### src/logic/syc_pkg.sv
package syc_pkg;

    // ========================================
    // Bus decode
    localparam int SYC_ADDR_W = 8;
    localparam logic [SYC_ADDR_W-1:0] SYC_OFF_SYSCTL = 8'h00;
    localparam logic [SYC_ADDR_W-1:0] SYC_OFF_MODE_RB = 8'h04;
    localparam logic [SYC_ADDR_W-1:0] SYC_OFF_FLASH_BASE = 8'h10;
    localparam logic [SYC_ADDR_W-1:0] SYC_OFF_STRIDE = 8'h04;
    localparam int SYC_FLASH_REGS = 2;
    localparam logic [2:0] SYC_HSIZE_WORD = 3'h2;
    localparam logic SYC_HRESP_OKAY = 1'h0;

    // ========================================
    // System control register layout
    localparam int SYC_REG_W = 16;
    localparam int SYC_BIT_MULTIPLY_ACCUMULATE_SATURATION = 13;
    localparam int SYC_BIT_ONCHIP_MEMORY_ENABLE = 8;
    localparam int SYC_BIT_FLASH_CTRL_REG_ACCESS_ENABLE = 7;
    localparam logic [SYC_REG_W-1:0] SYC_SYSCTL_WMASK = 16'h2180;
    localparam logic [SYC_REG_W-1:0] SYC_SYSCTL_ONES = 16'hD403;
    localparam logic [SYC_REG_W-1:0] SYC_SYSCTL_ZEROS = 16'h0A7C;
    localparam logic [SYC_REG_W-1:0] SYC_SYSCTL_RESET = 16'h0100;
    localparam logic [SYC_REG_W-1:0] SYC_FLASH_RESET = 16'h0000;

    // ========================================
    // Mode readback layout
    localparam logic [3:0] SYC_RB_FIXED_NIBBLE = 4'h5;
    localparam logic [3:0] SYC_MDS_MODE1 = 4'hD;
    localparam logic [3:0] SYC_MDS_MODE2 = 4'hC;
    localparam logic [3:0] SYC_MDS_MODE3 = 4'h4;
    localparam logic [3:0] SYC_MDS_NONE = 4'h0;
    localparam logic [1:0] SYC_PINS_MODE1 = 2'h1;
    localparam logic [1:0] SYC_PINS_MODE2 = 2'h2;
    localparam logic [1:0] SYC_PINS_MODE3 = 2'h3;

    typedef enum logic [3:0] {
        SYC_MODE_USER_BOOT = 4'h1,
        SYC_MODE_BOOT = 4'h2,
        SYC_MODE_ADVANCED = 4'h4,
        SYC_MODE_ILLEGAL = 4'h8
    } syc_mode_e;

    typedef struct packed {
        logic [SYC_ADDR_W-1:0] addr;
        logic write;
    } syc_ahb_req_s;

    typedef logic [SYC_REG_W-1:0] syc_word_t;

endpackage

### src/logic/syc_sync.sv
`timescale 1ns/1ns
// ========================================
// Two-stage synchroniser for pin levels
module syc_sync #(
    parameter int WIDTH = 2
) (
    input wire logic clk,
    input wire logic [WIDTH-1:0] async_in,
    output logic [WIDTH-1:0] sync_out
);
    logic [WIDTH-1:0] meta_r;

    // No reset: pins are sampled during reset so the mode is valid at release
    always_ff @(posedge clk) begin
        meta_r <= async_in;
        sync_out <= meta_r;
    end
endmodule

### src/logic/syc_top.sv
`timescale 1ns/1ns
// How it works
// System control bits 11 and 9 always read as zero and software writes zero to them.
// System control bits 10, 1 and 0 always read as one and software writes one to them.
// System control bits 6 down to 2 always read as zero and software writes zero to them.
// Bit 8 enables the on-chip RAM when one and disables it when zero, starting at one.
// The RAM enable bit returns to one when the chip leaves reset.
// Software never clears the RAM enable bit while an on-chip RAM access is under way.
// Bit 7 opens reads and writes of the flash control registers when one, blocks them when zero, starts at zero.
// While flash register access is blocked the flash control registers keep their contents.
// On a part without flash, software writes zero to the flash register access bit.
// Mode 1 is user boot mode and acts as mode 3 apart from flash programming and erasing.
// Mode 2 is boot mode and acts as mode 3 apart from flash programming and erasing.
// Mode 3 is advanced single-chip mode with a 16 Mbyte space and on-chip ROM enabled.
// Mode pins 01, 10, 11 pick modes 1, 2, 3, with mode readback 1101, 1100 and 0100.
// Bit 13 picks saturating multiply-accumulate when one, non-saturating when zero, reset zero.
// The system control register is 16 bits and bits 15, 14 and 12 read as fixed ones.
module syc_top
    import syc_pkg::*;
#(
    parameter int FLASH_REGS = SYC_FLASH_REGS
) (
    input wire logic MCLK,
    input wire logic RESET,
    input wire logic HSEL,
    input wire logic [31:0] HADDR,
    input wire logic [1:0] HTRANS,
    input wire logic HWRITE,
    input wire logic [2:0] HSIZE,
    input wire logic [31:0] HWDATA,
    input wire logic HREADY,
    output logic HREADYOUT,
    output logic HRESP,
    output logic [31:0] HRDATA,
    input wire logic MODE_PIN_HIGH,
    input wire logic MODE_PIN_LOW,
    output logic ONCHIP_MEMORY_ENABLE,
    output logic FLASH_CTRL_REG_ACCESS_ENABLE,
    output logic MULTIPLY_ACCUMULATE_SATURATION,
    output logic MODE_USER_BOOT,
    output logic MODE_BOOT,
    output logic MODE_ADVANCED,
    output logic ONCHIP_ROM_ENABLE,
    output logic [SYC_REG_W-1:0] FLASH_CTRL_REG0
);

    // ========================================
    // AHB-Lite address and data phase
    wire addr_phase = HSEL && HTRANS[1] && HREADY;
    wire word_write = HWRITE && (HSIZE == SYC_HSIZE_WORD);
    wire [SYC_ADDR_W-1:0] haddr_lo = HADDR[SYC_ADDR_W-1:0];

    syc_ahb_req_s req_r;
    logic wr_pend_r;
    logic [31:0] hrdata_r;
    logic hreadyout_r;
    logic hresp_r;

    always_ff @(posedge MCLK) begin
        if (RESET) begin
            wr_pend_r <= 1'b0;
            req_r <= '0;
        end else begin
            wr_pend_r <= addr_phase && word_write;
            if (addr_phase) begin
                req_r.addr <= haddr_lo;
                req_r.write <= HWRITE;
            end
        end
    end

    // Zero wait states, and every transfer answers OKAY
    always_ff @(posedge MCLK) begin
        if (RESET) begin
            hreadyout_r <= 1'b1;
            hresp_r <= SYC_HRESP_OKAY;
        end else begin
            hreadyout_r <= 1'b1;
            hresp_r <= SYC_HRESP_OKAY;
        end
    end

    assign HREADYOUT = hreadyout_r;
    assign HRESP = hresp_r;

    // ========================================
    // System control register
    // Only the three live bits are stored; reserved bits are constants.
    syc_word_t sysctl_r;
    syc_word_t sysctl_nxt;
    wire wr_sysctl = wr_pend_r && (req_r.addr == SYC_OFF_SYSCTL);

    assign sysctl_nxt = wr_sysctl ? (HWDATA[SYC_REG_W-1:0] & SYC_SYSCTL_WMASK) : sysctl_r;

    // Reset release reloads RAM enable high, flash access low, MAC mode low
    always_ff @(posedge MCLK) begin
        if (RESET) begin
            sysctl_r <= SYC_SYSCTL_RESET;
        end else begin
            sysctl_r <= sysctl_nxt;
        end
    end

    wire flash_en = sysctl_r[SYC_BIT_FLASH_CTRL_REG_ACCESS_ENABLE];
    wire [SYC_REG_W-1:0] sysctl_rd_nxt = (sysctl_nxt & SYC_SYSCTL_WMASK) | SYC_SYSCTL_ONES;

    assign ONCHIP_MEMORY_ENABLE = sysctl_r[SYC_BIT_ONCHIP_MEMORY_ENABLE];
    assign FLASH_CTRL_REG_ACCESS_ENABLE = sysctl_r[SYC_BIT_FLASH_CTRL_REG_ACCESS_ENABLE];
    assign MULTIPLY_ACCUMULATE_SATURATION = sysctl_r[SYC_BIT_MULTIPLY_ACCUMULATE_SATURATION];

    // ========================================
    // Flash control register window
    // Access bit gates both directions; blocked writes are dropped, contents held
    syc_word_t flash_r [FLASH_REGS];
    syc_word_t flash_nxt [FLASH_REGS];
    logic [SYC_ADDR_W-1:0] flash_off [FLASH_REGS];
    logic [FLASH_REGS-1:0] flash_hit;
    logic [FLASH_REGS-1:0] flash_wr;

    genvar gi;
    generate
        for (gi = 0; gi < FLASH_REGS; gi++) begin : g_flash
            assign flash_off[gi] = SYC_OFF_FLASH_BASE + SYC_ADDR_W'(gi * SYC_OFF_STRIDE);
            assign flash_hit[gi] = (haddr_lo == flash_off[gi]);
            assign flash_wr[gi] = wr_pend_r && flash_en && (req_r.addr == flash_off[gi]);
            assign flash_nxt[gi] = flash_wr[gi] ? HWDATA[SYC_REG_W-1:0] : flash_r[gi];

            always_ff @(posedge MCLK) begin
                if (RESET) begin
                    flash_r[gi] <= SYC_FLASH_RESET;
                end else begin
                    flash_r[gi] <= flash_nxt[gi];
                end
            end
        end
    endgenerate

    assign FLASH_CTRL_REG0 = flash_r[0];

    // ========================================
    // Mode pins and mode capture
    logic [1:0] pins_s;
    syc_mode_e mode_r;
    syc_mode_e mode_dec;
    logic mode_valid_r;
    logic rom_en_r;

    syc_sync #(
        .WIDTH(2)
    ) u_pin_sync (
        .clk(MCLK),
        .async_in({MODE_PIN_HIGH, MODE_PIN_LOW}),
        .sync_out(pins_s)
    );

    always_comb begin
        case (pins_s)
            SYC_PINS_MODE1: mode_dec = SYC_MODE_USER_BOOT;
            SYC_PINS_MODE2: mode_dec = SYC_MODE_BOOT;
            SYC_PINS_MODE3: mode_dec = SYC_MODE_ADVANCED;
            default: mode_dec = SYC_MODE_ILLEGAL;
        endcase
    end

    // Pins caught once, at the first edge after reset release
    always_ff @(posedge MCLK) begin
        if (RESET) begin
            mode_valid_r <= 1'b0;
            mode_r <= SYC_MODE_ILLEGAL;
            rom_en_r <= 1'b0;
        end else if (!mode_valid_r) begin
            mode_valid_r <= 1'b1;
            mode_r <= mode_dec;
            rom_en_r <= (mode_dec != SYC_MODE_ILLEGAL);
        end
    end

    assign MODE_USER_BOOT = mode_r[0];
    assign MODE_BOOT = mode_r[1];
    assign MODE_ADVANCED = mode_r[2];
    assign ONCHIP_ROM_ENABLE = rom_en_r;

    logic [3:0] mds;
    always_comb begin
        case (mode_r)
            SYC_MODE_USER_BOOT: mds = SYC_MDS_MODE1;
            SYC_MODE_BOOT: mds = SYC_MDS_MODE2;
            SYC_MODE_ADVANCED: mds = SYC_MDS_MODE3;
            default: mds = SYC_MDS_NONE;
        endcase
    end

    wire [SYC_REG_W-1:0] mode_rb = {SYC_RB_FIXED_NIBBLE, mds, SYC_RB_FIXED_NIBBLE, mds};

    // ========================================
    // Read data
    // Read mux looks at next-state values so a read right behind a write sees it
    logic [SYC_REG_W-1:0] rd_word;
    always_comb begin
        rd_word = '0;
        if (haddr_lo == SYC_OFF_SYSCTL) begin
            rd_word = sysctl_rd_nxt;
        end else if (haddr_lo == SYC_OFF_MODE_RB) begin
            rd_word = mode_rb;
        end
        for (int i = 0; i < FLASH_REGS; i++) begin
            if (flash_hit[i] && sysctl_nxt[SYC_BIT_FLASH_CTRL_REG_ACCESS_ENABLE]) begin
                rd_word = flash_nxt[i];
            end
        end
    end

    always_ff @(posedge MCLK) begin
        if (RESET) begin
            hrdata_r <= '0;
        end else if (addr_phase && !HWRITE) begin
            hrdata_r <= {16'h0000, rd_word};
        end
    end

    assign HRDATA = hrdata_r;
endmodule

### config.mk
export PLATFORM = sky130hd
export DESIGN_NAME = syc_top
export DESIGN_NICKNAME = d
export VERILOG_FILES = /design/src/logic/syc_pkg.sv /design/src/logic/syc_sync.sv /design/src/logic/syc_top.sv
export SDC_FILE = /design/constraint.sdc
export NUM_CORES = 1
export LEC_CHECK = 0
export BUFFER_PORTS_ARGS = -buffer_cell sky130_fd_sc_hd__buf_4
export CELL_PAD_IN_SITES_DETAIL_PLACEMENT = 0
export CELL_PAD_IN_SITES_GLOBAL_PLACEMENT = 1
export CORE_ASPECT_RATIO = 0.7
export CORE_MARGIN = 5
export CORE_UTILIZATION = 37
export DETAILED_ROUTE_END_ITERATION = 12
export GPL_TIMING_DRIVEN = 0
export PLACE_DENSITY_LB_ADDON = 0.1
export SYNTH_ARGS = -nofsm -noshare
export SYNTH_HDL_FRONTEND = slang
export SYNTH_SLANG_ARGS = --single-unit
### constraint.sdc
create_clock -name MCLK -period 3.5 [get_ports MCLK]
set_input_delay 0.175 -clock MCLK [delete_from_list [all_inputs] [get_ports MCLK]]
set_output_delay 0.175 -clock MCLK [all_outputs]
set_load 0.01 [all_outputs]
==> key figures <==
Place
  – PortBufs: 72
  – RePlAce Congestion: 0.7693
  – Final HPWL DP: 6393 um
  – Cell count after placement: 515

Run
  – Number of max-cap violations: 0

Power
  – Static Leakage: 1.697 nW
  – Worst VDD drop: 0.0002165 V
  – Power per cell area: 449.0 nW/um2

Worst setup path
  – Levels on crit path: 7
  – Worst-path cell chain: or4b_4 -> buf_6 -> nor3_4 -> buf_6 -> mux2i_1 -> mux2i_1 -> a221o_1
  – CP Buf/Inv Count: 2
  – Setup CP Type: flop to flop
  – CP endpoint kind: flop
  – Worst-path maximum fanout: 10
  – Largest delay share family, worst path: simple AND/OR/NAND/NOR gates
  – Required @ worst endpoint: 3.71 ns
  – CP max-delay cell: or4b_4
  – Crit path DAT: 2.76 ns
  – Crit start category: flop
  – Slowest stage delay, CP: 0.53 ns
  – FF-to-FF path depth: 7

STA
  – RSZ-0062 raised after global routing: false
  – Post-layout min period: 2.548 ns
  – Setup Skew: 0.006485 ns
  – Actual slew at the worst max-slew pin: 0.7555 ns
  – F_max: 392.4 MHz
  – Final worst-path cycle share: 0.7281
  – Final hold vios: 0
  – Final Max Slew Viols: 0
  – Final setup viols: 0
  – Setup TNS: 0 ns
  – Slew headroom: 0.4945

Floorplanning
  – Total core area: 7973 um2
  – Row count: 27
  – I/O pin total: 133
  – Die width: 118.9 um
  – Initial core utilization: 0.3853
  – Die Area: 10250 um2
  – Die height: 86.23 um

Clock network
  – Sink Count: 70
  – Worst skew pair latency: 0.33 ns
  – H-tree levels: 3
  – CTS tree: done
  – Clk buf depth: 2
  – Root Buffer: clkbuf_16
  – Inserted Clock Buffers: 9
  – Worst-path clk slew: 0.06 ns

Synth
  – Share of the synthesized area in the top cell type: 0.4562
  – Dominant cells by area after synthesis: dfxtp_1 46%, mux2i_1 11%, nor2_1 5.5%
  – Avg Inst Size Synth: 9.422 um2
  – Synthesized area: 3072 um2
  – Leading area contributor after synthesis: dfxtp_1
  – Yosys cell types: 55
  – Seq cells post-synth: 70
  – Register area share after synthesis: 0.4562
  – Synth Instances: 326
  – Yosys warning count: 0

GRT
  – First-pass GRT wire length: 13360 um
  – Initial antenna violation count: 0
  – Gr usage total: 0.1668
  – Gr ovfl total: 0
  – Vias in the first global route: 2540
  – Pin count of the biggest net entering global routing: 13

Cells and area
  – Layout cell share with drive strength beyond 1: 0.3086
  – Non-Filler Instances: 532
  – Diode count: 0
  – Final Util: 0.5165
  – Area grow syn2layout: 34.05%
  – Final #Nets: 503

Route
  – DR vias/cell: 4.842
  – Final ANT Viol Nets: 0
  – DRC viols: 0
  – Drt total wl: 8539 um
  – Via count: 2576
  – Initial DRT Pass Iterations: 4
  – Iter 0 DRT Violations: 94
  – Wirelength per Cell: 16.05 um

Status
  – Status: complete, no violations

Worst hold path
  – WHS Path Cells: 2
  – Worst Hold Class: input pin to flop
## path summary, 6_finish.rpt
| kind | endpoint | slack (ns) | start |
|---|---|---|---|
| worst max-delay path | HRDATA[10] | 0.95 | req_r[8] |
| worst min-delay path | wr_pend_r | 0.01 | HSIZE[0] |
| worst max register to register | HRDATA[10] | 0.95 | req_r[8] |
| worst min register to register | u_pin_sync.sync_out[1] | 0.33 | u_pin_sync.meta_r[1] |
## per-stage QoR
| stage | setup WS [ns] | area (um2) | hold WS [ns] | power (mW) |
|---|---|---|---|---|
| floorplan | 1.256 | 3132 | 0.2027 | 0.9055 |
| global placement | 0.9810 | 3799 | 0.2812 | 0.9664 |
| detailed placement | 0.9510 | 3799 | 0.2818 | 0.9686 |
| CTS | 0.9439 | 4118 | 0.003019 | 1.867 |
| global route | 0.8165 | 4118 | 0.01401 | 1.917 |
| finish | 0.9517 | 4118 | 0.01024 | 1.849 |
## what timing repair did
action | CTS | global route
resized for setup | 0 | 0
setup buffers | 0 | 0
hold buffers | 2 | 0
hold endpoints to repair | 2 | 0
## state kept, by name, indices dropped and copies added, names as in the netlist
name                 flops
flash_r                 32
HRDATA                  16
req_r                    8
mode_r                   4
sysctl_r                 3
u_pin_sync.meta_r        2
u_pin_sync.sync_out      2
ONCHIP_ROM_ENABLE        1
mode_valid_r             1
wr_pend_r                1
## worst register-to-register path: cells and delay by family (launching register included)
kind                   cells  cell delay, ns
buffers and inverters      2            0.42
AO/OA/AOI/OAI              1            0.32
flip-flops                 1            0.31
AND/OR/NAND/NOR            2            1.05
multiplexers               2            0.34
## synthesized netlist by cell type, drive strengths merged
cell type and n:
and2 7, nor4 1, a31oi 1, inv 5, nor3 11, a21oi 15, a32o 2, clkbuf 10
nand3 8, o211ai 1, or2 1, a211oi 2, nor2b 1, o32ai 2, nand2 33, o221ai 3
o21ai 7, and4 2, nand2b 1, dfxtp 70, a2111oi 2, a211o 1, mux2 8, a221o 3
or4 3, and3 3, xor2 1, o311ai 2, nand4b 1, a22oi 1, a22o 2, mux2i 33
o31ai 3, xnor2 1, buf 24, a21o 1, or4b 3, nor2 47, nor3b 1, o31a 1
conb 2
## cells by family after synthesis
kind of cell           share of synthesized area
AND/OR/NAND/NOR                           0.1988
flip-flops                                0.4562
AO/OA/AOI/OAI                             0.1190
multiplexers                              0.1369
buffers and inverters                    0.08105
XOR/XNOR                                0.005704
other                                   0.002445
## metal layers
layer,vias to the layer above,track usage,part of all wire
li1,1310,-,-
met1,1174,0.2389,0.49
met2,87,0.2418,0.42
met3,5,0.04631,0.085
met4,0,0.05573,0.0066
met5,-,0,0
## layout make-up
cell class	count	area (um2)
clock buffer	10	239.0
buffer	34	230.2
clock inverter	5	60.06
inverter	5	18.77
timing repair buffer	74	560.5
fill	759	3855
tap	101	126.4
sequential	70	1401
multi-input combinational	233	1481
## report_power, final
group	internal [mW]	switching, mW	total (mW)
clock network	0.567	0.328	0.895
logic	0.0631	0.0730	0.136
registers	0.808	0.00887	0.817
total	1.44	0.410	1.85
## cells in the final DEF (no fill, tap or decap), drive strengths merged, types with 3 or more instances in the layout
cell type,n
and3,3
a221o,3
a21oi,15
nor3,11
buf,96
mux2,8
nand2,33
or4,3
nand3,8
o221ai,3
nor2,47
and2,7
clkinv,3
conb,18
o31ai,3
o21ai,7
inv,5
clkbuf,20
or4b,3
mux2i,33
dfxtp,70
Note: power is estimated with default switching activity, not from simulation.
